==> config.mk <==
export PLATFORM = sky130hd
export DESIGN_NAME = acsc_ctrl
export DESIGN_NICKNAME = d
export VERILOG_FILES = /design/src/verilog/acsc_pkg.sv /design/src/verilog/acsc_ctrl.sv
export VERILOG_INCLUDE_DIRS = /design/src /design/src/verilog
export SDC_FILE = /design/constraint.sdc
export NUM_CORES = 1
export LEC_CHECK = 0
export ABC_AREA = 0
export BUFFER_PORTS_ARGS = -buffer_cell sky130_fd_sc_hd__clkbuf_2
export CORE_MARGIN = 5
export CORE_UTILIZATION = 25
export DETAILED_ROUTE_END_ITERATION = 8
export PLACE_DENSITY = 0.56
export SLEW_MARGIN = 15
export SYNTH_ARGS = -nofsm -noshare
export SYNTH_HDL_FRONTEND = slang
export SYNTH_SLANG_ARGS = --single-unit
export TNS_END_PERCENT = 100
==> constraint.sdc <==
create_clock -name ref_clk -period 3.7 [get_ports ref_clk]
set_input_delay 0 -clock ref_clk [delete_from_list [all_inputs] [get_ports ref_clk]]
set_output_delay 0 -clock ref_clk [all_outputs]
set_load 0.02 [all_outputs]
==> src/verilog/acsc_params.svh <==
`ifndef ACSC_PARAMS_SVH
`define ACSC_PARAMS_SVH
// register indices, byte address is four times the index
`define ACSC_IDX_SEQ_LEN 8'h04
`define ACSC_IDX_CTRL 8'h05
`define ACSC_IDX_STATUS 8'h06
`define ACSC_IDX_RESULT 8'h08
// control register fields
`define ACSC_BIT_JUSTIFY 7
`define ACSC_BIT_SIGNED 6
`define ACSC_BIT_SCAN 5
`define ACSC_BIT_MULTI 4
`define ACSC_CHAN_MSB 2
// length register fields
`define ACSC_BIT_LOWRES 7
`define ACSC_LEN_MSB 3
// status register fields
`define ACSC_BIT_COMPLETE 7
`define ACSC_BIT_OVERRUN 4
`define ACSC_BIT_BUSY 3
// reset values
`define ACSC_RST_CTRL 8'h00
`define ACSC_RST_SEQ_LEN 8'h04
`endif

==> src/verilog/acsc_pkg.sv <==
package acsc_pkg;
  typedef enum logic [1:0] {ACSC_IDLE, ACSC_REQ, ACSC_WAIT} acsc_state_t;
  typedef logic [2:0] acsc_chan_t;
  typedef logic [15:0] acsc_word_t;
endpackage : acsc_pkg

==> src/verilog/acsc_ctrl.sv <==
// Added by the designer: register access over APB.
`timescale 1ns/1ps
`include "acsc_params.svh"
// Summary of operation
// - a write to the sequence control register aborts any running sequence and starts a new one.
// - the sequence control register sits at index 0x0005 and is readable and writable at any time.
// - justify bit 7 gives left placement at 0 and right placement at 1.
// - sign bit 6 gives unsigned results at 0 and two's complement at 1.
// - signed form applies only to left placement; right placement is always unsigned.
// - scan bit 5 runs one sequence at 0 and back to back sequences at 1.
// - with multi bit 4 at 0 every conversion uses the one coded channel.
// - with multi bit 4 at 1 the sequence visits as many channels as the length setting.
// - in multi mode the code gives the first channel and each next one adds one.
// - an incremented channel past the highest wraps to the lowest.
// - channel codes 000 to 111 map to inputs zero to seven in order.
// - results sit at bits 8-15, 0-7, 6-15 or 0-9 by resolution and placement.
// - starting a sequence by write or by external trigger clears the overrun flag.
module acsc_ctrl
(
  // clock and reset
  input wire logic ref_clk,
  input wire logic arst_n,
  // apb slave
  input wire logic psel,
  input wire logic penable,
  input wire logic pwrite,
  input wire logic [31:0] paddr,
  input wire logic [31:0] pwdata,
  output logic [31:0] prdata,
  output logic pready,
  output logic pslverr,
  // converter core
  output logic conv_start,
  output acsc_pkg::acsc_chan_t conv_channel,
  input wire logic conv_done,
  input wire logic [9:0] conv_raw,
  // external trigger pin
  input wire logic ext_trigger
);
  import acsc_pkg::*;

  // ------------------------------------------------------------
  // functions
  // ------------------------------------------------------------
  function automatic acsc_word_t fmt_result(input logic [9:0] raw,
    input logic lowres, input logic right, input logic sgn);
    acsc_word_t w;
    w = 16'h0000;
    if (lowres)
      w = right ? {8'h00, raw[9:2]} : {raw[9:2], 8'h00};
    else
      w = right ? {6'h00, raw} : {raw, 6'h00};
    if (sgn && !right)
      w[15] = ~w[15];
    return w;
  endfunction : fmt_result

  function automatic logic [31:0] reg_byte_addr(input logic [7:0] idx);
    return {22'h00_0000, idx, 2'b00};
  endfunction : reg_byte_addr

  // ------------------------------------------------------------
  // apb decode
  // ------------------------------------------------------------
  wire logic acc = psel && penable;
  wire logic hit_ctrl = paddr == reg_byte_addr(`ACSC_IDX_CTRL);
  wire logic hit_len = paddr == reg_byte_addr(`ACSC_IDX_SEQ_LEN);
  wire logic hit_stat = paddr == reg_byte_addr(`ACSC_IDX_STATUS);
  wire logic hit_res = paddr == reg_byte_addr(`ACSC_IDX_RESULT);
  wire logic hit_any = hit_ctrl || hit_len || hit_stat || hit_res;
  wire logic wr_ctrl = acc && pwrite && hit_ctrl;
  wire logic wr_len = acc && pwrite && hit_len;
  wire logic wr_stat = acc && pwrite && hit_stat;
  wire logic rd_res = acc && !pwrite && hit_res;

  assign pready = 1'b1;
  assign pslverr = acc && !hit_any;

  // ------------------------------------------------------------
  // external trigger synchroniser
  // ------------------------------------------------------------
  logic trg_s1_ff;
  logic trg_s2_ff;
  logic trg_s3_ff;
  logic trg_lvl_ff;
  wire logic trg_agree = trg_s2_ff == trg_s3_ff;
  wire logic trg_rise = trg_agree && trg_s3_ff && !trg_lvl_ff;

  always_ff @(posedge ref_clk or negedge arst_n)
  begin
    if (!arst_n)
    begin
      trg_s1_ff <= 1'b0;
      trg_s2_ff <= 1'b0;
      trg_s3_ff <= 1'b0;
      trg_lvl_ff <= 1'b0;
    end
    else
    begin
      trg_s1_ff <= ext_trigger;
      trg_s2_ff <= trg_s1_ff;
      trg_s3_ff <= trg_s2_ff;
      if (trg_agree)
        trg_lvl_ff <= trg_s3_ff;
    end
  end

  // ------------------------------------------------------------
  // registers
  // ------------------------------------------------------------
  logic [7:0] ctrl_ff;
  logic [7:0] len_ff;
  wire logic seq_start = wr_ctrl || trg_rise;
  wire logic [7:0] nxt_ctrl = wr_ctrl ? pwdata[7:0] : ctrl_ff;
  wire logic [7:0] nxt_len = wr_len ? pwdata[7:0] : len_ff;

  always_ff @(posedge ref_clk or negedge arst_n)
  begin
    if (!arst_n)
    begin
      ctrl_ff <= `ACSC_RST_CTRL;
      len_ff <= `ACSC_RST_SEQ_LEN;
    end
    else
    begin
      ctrl_ff <= nxt_ctrl;
      len_ff <= nxt_len;
    end
  end

  wire logic result_justify_sel = ctrl_ff[`ACSC_BIT_JUSTIFY];
  wire logic result_signed_sel = ctrl_ff[`ACSC_BIT_SIGNED];
  wire logic scan_sel = ctrl_ff[`ACSC_BIT_SCAN];
  wire logic multi_channel_sel = ctrl_ff[`ACSC_BIT_MULTI];
  wire acsc_chan_t channel_code = ctrl_ff[`ACSC_CHAN_MSB:0];
  wire logic low_resolution_sel = len_ff[`ACSC_BIT_LOWRES];
  wire logic [3:0] seq_length = len_ff[`ACSC_LEN_MSB:0];
  // zero length counts as eight conversions
  wire logic [3:0] seq_last = (seq_length == 4'h0) ? 4'h7 :
    seq_length - 4'h1;

  // ------------------------------------------------------------
  // sequencer
  // ------------------------------------------------------------
  acsc_state_t state_ff;
  acsc_state_t nxt_state;
  acsc_chan_t chan_ff;
  acsc_chan_t nxt_chan;
  logic [3:0] cnt_ff;
  logic [3:0] nxt_cnt;
  logic complete_ff;
  logic overrun_ff;
  logic res_valid_ff;
  acsc_word_t result_ff;
  logic start_ff;

  wire logic conv_fin = (state_ff == ACSC_WAIT) && conv_done && !seq_start;
  wire logic seq_end = conv_fin && (cnt_ff == seq_last);
  wire acsc_chan_t chan_inc = chan_ff + 3'h1;

  always_comb
  begin
    nxt_state = state_ff;
    nxt_chan = chan_ff;
    nxt_cnt = cnt_ff;
    case (state_ff)
      ACSC_IDLE:
        nxt_state = ACSC_IDLE;
      ACSC_REQ:
        nxt_state = ACSC_WAIT;
      ACSC_WAIT:
        if (conv_fin)
        begin
          nxt_state = (seq_end && !scan_sel) ? ACSC_IDLE : ACSC_REQ;
          nxt_cnt = seq_end ? 4'h0 : cnt_ff + 4'h1;
          if (seq_end)
            nxt_chan = channel_code;
          else if (multi_channel_sel)
            nxt_chan = chan_inc;
          else
            nxt_chan = channel_code;
        end
      default:
        nxt_state = ACSC_IDLE;
    endcase
    if (seq_start)
    begin
      nxt_state = ACSC_REQ;
      nxt_cnt = 4'h0;
      nxt_chan = nxt_ctrl[`ACSC_CHAN_MSB:0];
    end
  end

  always_ff @(posedge ref_clk or negedge arst_n)
  begin
    if (!arst_n)
    begin
      state_ff <= ACSC_IDLE;
      chan_ff <= 3'h0;
      cnt_ff <= 4'h0;
      start_ff <= 1'b0;
    end
    else
    begin
      state_ff <= nxt_state;
      chan_ff <= nxt_chan;
      cnt_ff <= nxt_cnt;
      start_ff <= nxt_state == ACSC_REQ;
    end
  end

  assign conv_start = start_ff;
  assign conv_channel = chan_ff;

  // ------------------------------------------------------------
  // result and flags
  // ------------------------------------------------------------
  wire acsc_word_t nxt_result = fmt_result(conv_raw, low_resolution_sel,
    result_justify_sel, result_signed_sel);
  wire logic ovr_set = conv_fin && res_valid_ff && !rd_res;
  wire logic ovr_clr = seq_start ||
    (wr_stat && pwdata[`ACSC_BIT_OVERRUN]);

  always_ff @(posedge ref_clk or negedge arst_n)
  begin
    if (!arst_n)
    begin
      result_ff <= 16'h0000;
      res_valid_ff <= 1'b0;
      overrun_ff <= 1'b0;
      complete_ff <= 1'b0;
    end
    else
    begin
      if (conv_fin)
        result_ff <= nxt_result;
      res_valid_ff <= conv_fin || (res_valid_ff && !rd_res);
      overrun_ff <= ovr_set || (overrun_ff && !ovr_clr);
      complete_ff <= seq_end || (complete_ff && !seq_start &&
        !(wr_stat && pwdata[`ACSC_BIT_COMPLETE]));
    end
  end

  // ------------------------------------------------------------
  // read mux
  // ------------------------------------------------------------
  wire logic busy = state_ff != ACSC_IDLE;
  wire logic [7:0] status_word = {complete_ff, 2'b00, overrun_ff, busy,
    chan_ff};
  wire logic [31:0] rd_data = hit_ctrl ? {24'h00_0000, ctrl_ff} :
    hit_len ? {24'h00_0000, len_ff} :
    hit_stat ? {24'h00_0000, status_word} :
    hit_res ? {16'h0000, result_ff} : 32'h0000_0000;

  always_ff @(posedge ref_clk or negedge arst_n)
  begin
    if (!arst_n)
      prdata <= 32'h0000_0000;
    else if (psel && !penable && !pwrite)
      prdata <= rd_data;
  end

  // ------------------------------------------------------------
  // checks
  // ------------------------------------------------------------
  property p_abort_restart;
    @(posedge ref_clk) disable iff (!arst_n)
    wr_ctrl |=> (state_ff == ACSC_REQ) && conv_start;
  endproperty
  a_abort_restart: assert property (p_abort_restart)
    else $error("write did not restart sequence");

  property p_ctrl_store;
    @(posedge ref_clk) disable iff (!arst_n)
    wr_ctrl |=> ctrl_ff == $past(pwdata[7:0]);
  endproperty
  a_ctrl_store: assert property (p_ctrl_store)
    else $error("control write not stored");

  property p_right_unsigned;
    @(posedge ref_clk) disable iff (!arst_n)
    (conv_fin && result_justify_sel && !low_resolution_sel) |=>
      result_ff == {6'h00, $past(conv_raw)};
  endproperty
  a_right_unsigned: assert property (p_right_unsigned)
    else $error("right placement wrong");

  property p_left_signed;
    @(posedge ref_clk) disable iff (!arst_n)
    (conv_fin && !result_justify_sel && result_signed_sel &&
      low_resolution_sel) |=>
      result_ff == {~$past(conv_raw[9]), $past(conv_raw[8:2]), 8'h00};
  endproperty
  a_left_signed: assert property (p_left_signed)
    else $error("signed left result wrong");

  property p_single_stop;
    @(posedge ref_clk) disable iff (!arst_n)
    (seq_end && !scan_sel && !seq_start) |=> state_ff == ACSC_IDLE;
  endproperty
  a_single_stop: assert property (p_single_stop)
    else $error("single sequence did not stop");

  property p_scan_repeat;
    @(posedge ref_clk) disable iff (!arst_n)
    (seq_end && scan_sel) |=> conv_start && conv_channel == channel_code;
  endproperty
  a_scan_repeat: assert property (p_scan_repeat)
    else $error("scan did not repeat");

  property p_single_chan;
    @(posedge ref_clk) disable iff (!arst_n)
    (conv_start && !multi_channel_sel) |-> conv_channel == channel_code;
  endproperty
  a_single_chan: assert property (p_single_chan)
    else $error("single channel mode used wrong input");

  property p_multi_inc;
    @(posedge ref_clk) disable iff (!arst_n)
    (conv_fin && !seq_end && multi_channel_sel) |=>
      conv_channel == $past(conv_channel) + 3'h1;
  endproperty
  a_multi_inc: assert property (p_multi_inc)
    else $error("channel did not advance");

  property p_ovr_clear;
    @(posedge ref_clk) disable iff (!arst_n)
    seq_start |=> !overrun_ff;
  endproperty
  a_ovr_clear: assert property (p_ovr_clear)
    else $error("overrun not cleared on start");

endmodule : acsc_ctrl

==> results of run 1 <==
==> power by group through the flow <==
| stage | Sequential, mW | Combinational (mW) | Clock, mW |
|---|---|---|---|
| 2_1_floorplan | 0.768 | 0.0842 | 0 |
| 6_report | 0.759 | 0.149 | 0.855 |
| 3_5_place_dp | 0.773 | 0.138 | 0 |
| 3_3_place_gp | 0.770 | 0.134 | 0 |
| 5_1_grt | 0.763 | 0.170 | 0.905 |
| 4_1_cts | 0.760 | 0.151 | 0.873 |
==> synthesized netlist by cell type, types with 2 or more instances <==
master	n	area [µm²]
a21o_1	2	15.0
and2_1	5	31.3
mux2i_1	4	40.0
a22o_1	15	131
inv_1	8	30.0
and3_1	4	25.0
a22oi_1	11	82.6
a21oi_1	14	70.1
o21ai_0	23	115
o31ai_1	3	22.5
buf_2	6	30.0
mux2_2	15	169
ha_1	7	87.6
nand2_1	63	236
o21ai_1	3	15.0
nor3_1	2	10.0
nor2b_1	5	31.3
dfrtp_1	64	1600
xnor2_1	4	35.0
nor2_1	17	63.8
a222oi_1	2	20.0
buf_4	17	128
conb_1	2	7.51
nor4_1	8	50.1
nand2b_1	7	43.8
nand3_1	7	35.0
clkbuf_1	9	33.8
nor3b_1	4	30.0
o211ai_1	3	22.5
==> stage by stage <==
step | power, mW | utilization (%) | cell area, µm²
final | 1.76 | 32.5 | 4300
after global routing | 1.84 | 32.5 | 4300
after CTS | 1.78 | 32.5 | 4300
after detailed placement | 0.911 | 29.0 | 3840
after global placement | 0.904 | 29.0 | 3840
after floorplan | 0.852 | - | 3420
==> placed cells by master, fill, tap and decap left out, types with 5 or more instances in the layout <==
cell           count
dfrtp_1           64
clkbuf_2          77
ha_1               7
nand2_1           63
conb_1            17
nor2_1            17
dlygate4sd3_1     15
nor2b_1            5
nand3_1            7
inv_1              8
nor4_1             8
a22o_1            15
and2_1             5
clkbuf_16          9
a21oi_1           14
mux2_2            15
a22oi_1           11
o21ai_0           23
nand2b_1           7
==> area by class of cell <==
| class | count | area [µm²] | area share (%) |
|---|---|---|---|
| flip-flops and latches | 65 | 1630 | 37.9 |
| clock inverters | 6 | 66.3 | 1.54 |
| multi-input cells | 260 | 1570 | 36.6 |
| inverters | 8 | 30.0 | 0.699 |
| repair buffers | 93 | 543 | 12.6 |
| well taps | 176 | 220 | 5.12 |
| clock buffers | 10 | 239 | 5.56 |
==> cells by family after synthesis <==
group	count (synthesis)	share of synthesized area, %
XOR/XNOR	5	1.30
AO/OA/AOI/OAI	83	16.5
AND/OR/NAND/NOR	129	18.1
other	2	0.223
multiplexers	19	6.21
buffers and inverters	40	6.58
flip-flops	65	48.4
adder cells (fa/ha/maj)	7	2.60
==> per-layer routing <==
metal / routed length [µm] / track usage, %
met1: 4030 / 14.9
met2: 4070 / 17.7
met3: 575 / 3.30
met4: 138 / 4.16
met5: 0 / 0
==> worst reg2reg max path, stage by stage (launching register included) <==
cell and delay [ns]:
dfrtp_1 0.35, ha_1 0.14, nor2b_1 0.46, a21oi_1 0.17
nand2_1 0.77, o21ai_0 0.24
==> worst max-delay path by stage <==
stage | startpoint | slack (ns) | end
finish | trg_s2_ff | 1.40 | result_ff[8]
global route | trg_s2_ff | 1.03 | result_ff[2]
CTS | trg_s2_ff | 1.39 | result_ff[8]
detailed placement | paddr[29] | 1.33 | result_ff[8]
global placement | paddr[15] | 1.44 | result_ff[3]
floorplan | len_ff[0] | 1.68 | conv_start
==> flip-flops by register name (all words and copies together), names as in the netlist <==
name	cells
cnt_ff	4
complete_ff	1
ctrl_ff	8
trg_lvl_ff	1
trg_s1_ff	1
state_ff	2
trg_s3_ff	1
conv_start	1
conv_channel	3
len_ff	8
res_valid_ff	1
overrun_ff	1
prdata	16
result_ff	16
trg_s2_ff	1
==> repair_timing <==
action | in CTS | in global routing
endpoints found under the setup margin | 0 | 0
hold buffers | 15 | 0
endpoints found under the hold margin | 55 | 0
==> reports/results.txt, run 1 <==
post-route antenna net violation count: 0
Final nets: 525
# clock sinks: 65
Reg power frac: 43.1%
Max Cap Violations: 0
CP peak stage delay: 0.77 ns
HP Start: conv_raw[9]
min-delay worst type: in2reg
Worst-path clk slew: 0.06 ns
status: complete, no violations
dpl cells: 587
switch share: 23.8%
cts bufs inserted: 9
Setup Skew: 0.00579 ns
largest net degree at the start of global routing: 36
Wirelength per Cell: 14.3 µm
Initial DRC Count: 182
number of synthesized flops with an enable pin: 0
H-tree Lvls: 3
I/O Pins: 119
DRC violations left: 0
filler cell count: 1,382
Post CTS Setup Buffer Count: 0
Power Internal: 1.34 mW
setup violators final: 0
Crit. path cell count: 5
pwr/cell area: 410 mW/mm²
core area: 0.0132 mm²
Hold Path Depth: 3
vias in the first global route: 2,894
CTS root buffer: clkbuf_16
CTS tree: done
Synth Flop Type: dfrtp_1
WP data arrival: 2.46 ns
Final period util: 62.1%
Worst-Skew Late Latency: 0.33 ns
Synth Warn #: 0
GR Overflow Total: 0
fin. max-slew vios: 0
r2r endpoint: result_ff[8]
RSZ-0062 raised after global routing: false
# rows: 42
Die W: 126 µm
async set-reset flop share out of synthesis: 100%
Die ar.: 0.0159 mm²
Post-Layout Cell Count: 618
hpwl dp: 6800 µm
layout cell share with drive strength beyond 1: 26.0%
total number of vias: 2,787
critical-path cell list: ha_1 -> nor2b_1 -> a21oi_1 -> nand2_1 -> o21ai_0
Syn Area/Cell: 9.61 µm²
RD Place Congestion: 0.851
port bufs: 77
post-placement setup slack: 1.33 ns
CP max stage cell: nand2_1
area delta synth->final: 27.7%
CP Max Fanout: 34
Hold Path End: result_ff[9]
Crit path max-delay family: simple AND/OR/NAND/NOR gates
crit path time final: 2.30 ns
fmax: 436 MHz
Clk pwr share: 48.5%
CP startpoint kind: register
R2R Setup Slk: 1.40 ns
first-pass GRT wire length: 14,500 µm
Yosys reg bits: 65
Comb pwr share: 8.4%
measured slew at the worst slew-check pin: 0.990 ns
Netlist cell types: 45
Syn Std Cell Area: 0.00336 mm²
critical path required time: 3.86 ns
DR pass1 iterations: 4
Routed WL: 8810 µm
maximum vdd drop: 202 µV
Starting Density: 25.4%
relative slew slack: 33.9%
LEAKAGE: 2.06 nW
vias per inst: 4.51
final hold violations: 0
R2R depth: 5
Die Ht: 126 µm
Crit Path Class: reg2reg
sum of buffers and inverters on the critical path: 0
CTS resizes: 0
Fin Hold WS: 0.0190 ns
CP Capture Type: register
Ant. Diodes: 0
fin worst setup slack: 1.40 ns
initial antenna violation count: 0
Cells after Synth: 350
setup TNS: 0 ns
gr usage total: 11.3%
RR Startpoint: trg_s2_ff
post-synthesis sequential area ratio: 48.4%
Psw: 420 µW
CTS max path bufs: 2
(Power assumes the default switching activity.)
==> run 2, diff against run 1 <==
--- a/config.mk
+++ b/config.mk
@@ -6,12 +6,12 @@
 export SDC_FILE = /design/constraint.sdc
 export NUM_CORES = 1
 export LEC_CHECK = 0
-export ABC_AREA = 0
+export ABC_AREA = 1
 export BUFFER_PORTS_ARGS = -buffer_cell sky130_fd_sc_hd__clkbuf_2
 export CORE_MARGIN = 5
 export CORE_UTILIZATION = 25
 export DETAILED_ROUTE_END_ITERATION = 8
-export PLACE_DENSITY = 0.56
+export PLACE_DENSITY = 0.55
 export SLEW_MARGIN = 15
 export SYNTH_ARGS = -nofsm -noshare
 export SYNTH_HDL_FRONTEND = slang
==> constraint.sdc (replaced) <==
create_clock -name ref_clk -period 2.24 [get_ports ref_clk]
set_input_delay 0 -clock ref_clk [delete_from_list [all_inputs] [get_ports ref_clk]]
set_output_delay 0 -clock ref_clk [all_outputs]
set_load 0.02 [all_outputs]
==> reports/results.txt, run 2 <==
status: complete, no violations
final hold violations: 0
met2 track demand over resource: 17.2%
vias in the first global route: 3,107
core area: 0.0145 mm²
CP peak stage delay: 0.39 ns
Die Ht: 132 µm
Setup Skew: 0.00839 ns
count leader, synth: nand2_1
Synth Warn #: 0
Comb pwr share: 11.2%
Post CTS Setup Buffer Count: 0
R2R Setup Slk: 0.42 ns
fmax: 551 MHz
Max Cap Violations: 0
post-route antenna net violation count: 0
Starting Density: 25.5%
GR Overflow Total: 0
complex-gate fraction of the synthesized area: 11.1%
R2R depth: 12
fin. max-slew vios: 0
mux contribution to synthesized area: 0.304%
top cells by area, synth: dfrtp_1 43%, nand2_1 14%, inv_1 7.7%
xor/xnor share of the synthesized area: 1.18%
initial antenna violation count: 0
H-tree Lvls: 3
pwr/cell area: 613 mW/mm²
crit-path most repeated cell: nand2_1
relative slew slack: 66.0%
CTS resizes: 0
GR Layer Usage met1: 14.1%
Power Internal: 2.13 mW
commonest non-fill, non-tap cell in the layout: nand2_1
vias per inst: 4.15
Final nets: 671
cts bufs inserted: 9
total number of vias: 3,201
CTS max path bufs: 2
CP max stage cell: dfrtp_1
CP startpoint kind: register
layout cell share with drive strength beyond 1: 22.3%
CP Max Fanout: 4
Worst-path clk slew: 0.06 ns
CTS root buffer: clkbuf_16
min-delay worst type: in2reg
Die ar.: 0.0174 mm²
# rows: 44
Psw: 738 µW
port bufs: 77
hpwl dp: 7130 µm
# clock sinks: 65
async set-reset flop share out of synthesis: 100%
LEAKAGE: 2.48 nW
cell taking the most area after synthesis: dfrtp_1
Die W: 132 µm
RD Place Congestion: 0.801
measured slew at the worst slew-check pin: 0.509 ns
area delta synth->final: 26.2%
Hold Path Depth: 5
Routed WL: 9230 µm
Synth Flop Type: dfrtp_1
post-synthesis adder-cell area fraction: 2.36%
DR pass1 iterations: 4
most common library cells after synthesis: 141 x nand2_1, 76 x inv_1, 64 x dfrtp_1, 41 x o21ai_0, 40 x nor2_1
commonest non-fill, non-tap cells in the layout: 141 x nand2_1, 77 x clkbuf_2, 76 x inv_1
post-synthesis simple-gate area fraction: 27.8%
Clk pwr share: 44.4%
I/O Pins: 119
CP Capture Type: register
critical path required time: 2.46 ns
gr usage total: 10.6%
Syn Area/Cell: 7.62 µm²
Regs by FF count: prdata (16), result_ff (16)
Hold Path End: result_ff[0]
Yosys reg bits: 65
RR Startpoint: len_ff[0]
Ant. Diodes: 0
busiest grt layer: met2
Reg power frac: 44.4%
Worst-Skew Late Latency: 0.33 ns
largest net degree at the start of global routing: 66
total power: 2.87 mW
DRC violations left: 0
setup TNS: 0 ns
post-synth top area share: 43.2%
Syn Std Cell Area: 0.00371 mm²
r2r endpoint: conv_channel[1]
CTS tree: done
Wirelength per Cell: 12.0 µm
switch share: 25.7%
critical-path cell list: inv_1 -> ha_1 -> xor2_1 -> nand3_1 -> nor2_1 -> nand2_1 -> inv_1 -> nand2_1 -> nand2_1 -> nand2_1 -> nand2_1 -> nand2_1
maximum vdd drop: 371 µV
Final period util: 81.1%
Netlist cell types: 39
post-synthesis sequential area ratio: 43.9%
Cells after Synth: 487
Crit Path Class: reg2reg
setup violators final: 0
Initial DRC Count: 121
HP Start: conv_raw[0]
M3 GR Usage: 2.56%
crit path time final: 1.82 ns
largest family of logic cells by synthesized area: simple AND/OR/NAND/NOR gates
first-pass GRT wire length: 15,100 µm
WP data arrival: 2.03 ns
number of synthesized flops with an enable pin: 0
RSZ-0062 raised after global routing: false
## run 2: cell count changes after synthesis, moves of 15 or more
cell and delta:
o21ai_0 +18, inv_1 +68, a22o_1 -15, nand3_1 +16
nor2_1 +23, nand2_1 +78
## run 2: cell type report
class | count | area (µm²)
fill | 1611 | 9850
multi-input combinational | 330 | 1650
sequential | 65 | 1630
timing repair buffer | 98 | 608
inverter | 79 | 297
tap | 184 | 230
clock buffer | 9 | 225
clock inverter | 7 | 47.5
## run 2: power groups by stage
stage                     combinational [mW]  clock [mW]  sequential, mW
final                                  0.321        1.27            1.28
after global routing                   0.367        1.35            1.28
after CTS                              0.328        1.30            1.28
after detailed placement               0.305           0            1.30
after global placement                 0.301           0            1.29
after floorplan                        0.210           0            1.29
## run 2: cell families after synthesis
group / Yosys count
fa+ha+maj: 7
simple gates: 230
mux: 1
compound gates: 70
other cells: 2
xor+xnor: 5
buf+inv: 107
flops: 65
## run 2: per-stage QoR
step                area, µm²  setup WS (ns)  instances  hold WS [ns]  utilization (%)
floorplan                3770          0.590        502        -0.296                -
global placement         4250          0.464        740        0.0468             29.2
detailed placement       4250          0.465        740        0.0645             29.2
CTS                      4680          0.442        772        0.0300             32.2
global route             4680          0.295        772        0.0710             32.2
finish                   4680          0.424        772        0.0282             32.2
## run 2: worst max-delay path, delay by kind of cell, from the launching register on
kind	cells	cell delay, ns
adders and majority gates	1	0.31
DFF	1	0.39
xor gates and xnor gates	1	0.15
buffers and inverters	2	0.19
and+or+nand+nor	8	0.66
## run 2: metal layers
layer | routed length (µm) | vias up
met1 | 4400 | 1453
met4 | 129 | 0
met5 | 0 | -
met2 | 4300 | 69
li1 | - | 1669
met3 | 396 | 10
## run 2: how the worst max path moves through the flow
stage	slack, ns	end	cells after the start	startpoint
3_3_place_gp	0.46	conv_channel[1]	12	len_ff[0]
3_5_place_dp	0.46	conv_channel[1]	12	len_ff[0]
5_1_grt	0.29	conv_channel[1]	12	len_ff[0]
4_1_cts	0.44	conv_channel[2]	12	len_ff[0]
2_1_floorplan	0.59	conv_channel[0]	12	len_ff[0]
6_report	0.42	conv_channel[1]	12	len_ff[0]
## run 2: repair_timing
| action | 4_1_cts | 5_1_grt |
|---|---|---|
| setup endpoints to repair | 0 | 0 |
| hold buffers | 16 | 0 |
| endpoints found under the hold margin | 85 | 0 |
==> run 3, diff against run 2 <==
--- a/config.mk
+++ b/config.mk
@@ -6,12 +6,12 @@
 export SDC_FILE = /design/constraint.sdc
 export NUM_CORES = 1
 export LEC_CHECK = 0
-export ABC_AREA = 1
+export ABC_AREA = 0
 export BUFFER_PORTS_ARGS = -buffer_cell sky130_fd_sc_hd__clkbuf_2
 export CORE_MARGIN = 5
 export CORE_UTILIZATION = 25
 export DETAILED_ROUTE_END_ITERATION = 8
-export PLACE_DENSITY = 0.55
+export PLACE_DENSITY = 0.57
 export SLEW_MARGIN = 15
 export SYNTH_ARGS = -nofsm -noshare
 export SYNTH_HDL_FRONTEND = slang
==> constraint.sdc (replaced) <==
create_clock -name ref_clk -period 1.55 [get_ports ref_clk]
set_input_delay 0 -clock ref_clk [delete_from_list [all_inputs] [get_ports ref_clk]]
set_output_delay 0 -clock ref_clk [all_outputs]
set_load 0.02 [all_outputs]
==> reports/results.txt, run 3 (synthesis gave the netlist of run 1 again) <==
# rows: 42
CTS root buffer: clkbuf_16
Initial DRC Count: 207
DR pass1 iterations: 4
RSZ-0062 raised after global routing: true
filler cell count: 1,363
R2R depth: 9
post-route antenna net violation count: 0
HP Start: conv_raw[9]
Die ar.: 0.0159 mm²
Worst-path clk slew: 0.06 ns
Worst-Skew Late Latency: 0.33 ns
fin worst setup slack: -0.376 ns
Starting Density: 25.4%
Core Util, Final: 35.2%
r2r endpoint: conv_channel[1]
Final period util: 124%
gr usage total: 11.7%
crit path time final: 1.93 ns
Hold Path End: result_ff[9]
status: finished with violations
CTS tree: done
core area: 0.0132 mm²
Hold Path Depth: 3
CP max stage cell: dfrtp_1
hpwl dp: 7230 µm
commonest non-fill, non-tap cell in the layout: clkbuf_2
Routed WL: 9200 µm
cts bufs inserted: 9
Final nets: 556
R2R Setup Slk: -0.38 ns
RR Startpoint: len_ff[1]
# clock sinks: 65
final hold violations: 0
setup violators final: 10
WP data arrival: 2.19 ns
fmax: 519 MHz
fin. max-slew vios: 0
Die W: 126 µm
total number of vias: 2,936
Clk pwr share: 48.8%
CP peak stage delay: 0.40 ns
switch share: 24.4%
Wirelength per Cell: 14.2 µm
Die Ht: 126 µm
Max Cap Violations: 0
Fin Hold WS: 0.0182 ns
Regs by FF count: prdata (16), result_ff (16)
maximum vdd drop: 447 µV
Psw: 1.05 mW
Comb pwr share: 9.1%
CP Capture Type: register
initial antenna violation count: 0
min-delay worst type: in2reg
total power: 4.30 mW
commonest non-fill, non-tap cells in the layout: 77 x clkbuf_2, 64 x dfrtp_1, 63 x nand2_1
LEAKAGE: 2.25 nW
critical-path cell list: inv_2 -> ha_4 -> xnor2_1 -> a211oi_2 -> o211ai_1 -> o21ai_2 -> mux2i_1 -> or3_1 -> a21oi_2
Setup Skew: 0.00678 ns
RD Place Congestion: 0.868
violated checks: negative setup slack
Crit Path Class: reg2reg
vias in the first global route: 2,997
largest net degree at the start of global routing: 38
I/O Pins: 119
port bufs: 77
measured slew at the worst slew-check pin: 0.557 ns
CTS max path bufs: 2
critical path required time: 1.81 ns
layout cell share with drive strength beyond 1: 34.0%
Ant. Diodes: 0
Reg power frac: 42.0%
Power Internal: 3.25 mW
CP startpoint kind: register
area delta synth->final: 38.6%
first-pass GRT wire length: 15,000 µm
pwr/cell area: 922 mW/mm²
H-tree Lvls: 3
relative slew slack: 62.9%
CP Max Fanout: 3
DRC violations left: 0
vias per inst: 4.52
GR Overflow Total: 0
-- run 3: cell types whose count changed in the layout (fill, tap and decap cells not counted), moves of 11 or more --
cell	before	now
inv_1	76	5
a22oi_1	0	11
buf_4	3	27
nand3_1	23	6
nor2_1	40	17
mux2_2	1	15
o21ai_0	41	21
a22o_1	0	15
nand2_1	141	63
-- run 3: final cells by class --
class | instances | area (µm²) | share of cell area, %
well taps | 176 | 220 | 4.72
repair buffers | 124 | 830 | 17.8
multi-input cells | 260 | 1640 | 35.2
inverters | 8 | 30.0 | 0.644
flip-flops and latches | 65 | 1630 | 34.9
clock buffers | 10 | 239 | 5.12
clock inverters | 6 | 73.8 | 1.58
-- run 3: worst max-delay path by stage --
stage / startpoint / slack (ns) / end / cells past startpoint
global route: len_ff[1] / -0.50 / cnt_ff[0] / 9
CTS: len_ff[0] / -0.40 / conv_start / 9
finish: len_ff[1] / -0.38 / conv_channel[1] / 9
detailed placement: len_ff[0] / -0.41 / conv_start / 9
floorplan: len_ff[0] / -0.32 / conv_channel[1] / 9
global placement: len_ff[1] / -0.35 / conv_start / 9
-- run 3: layer usage --
layer	share of wire (%)	GRT usage (%)	vias up
li1	-	-	1440
met1	45	15.4	1395
met2	47	18.8	95
met3	7.3	3.68	6
met4	1.0	3.03	0
met5	0	0	-
-- run 3: critical path, delay by kind of cell (launching register included) --
kind                       cells  cell delay [ns]
AOI/OAI and AO/OA              4             0.62
xor gates and xnor gates       1             0.12
adders and majority gates      1             0.20
buffers and inverters          1             0.09
DFF                            1             0.40
muxes                          1             0.09
and+or+nand+nor                1             0.33
-- run 3: power groups by stage --
| stage | Clock (mW) | Sequential (mW) | Combinational (mW) |
|---|---|---|---|
| floorplan | 0 | 1.83 | 0.201 |
| global placement | 0 | 1.84 | 0.353 |
| detailed placement | 0 | 1.84 | 0.360 |
| CTS | 2.15 | 1.81 | 0.394 |
| global route | 2.24 | 1.82 | 0.441 |
| finish | 2.10 | 1.81 | 0.393 |
-- run 3: per-stage QoR --
step | std cells | TNS, ns | setup slack (ns) | instance area, µm²
after detailed placement | 617 | -3.67 | -0.406 | 4140
final | 649 | -3.00 | -0.376 | 4660
after global placement | 617 | -2.64 | -0.351 | 4140
after floorplan | 365 | -1.56 | -0.320 | 3440
after global routing | 649 | -4.84 | -0.505 | 4660
after CTS | 649 | -3.04 | -0.399 | 4620
-- run 3: what timing repair did --
action                                  in CTS  in global routing
gates resized for setup                      5                 11
pin swaps                                    7                  9
hold buffers                                15                  0
hold endpoints to repair                    43                  0
endpoints found under the setup margin      23                 26
buffers inserted                             1                  0
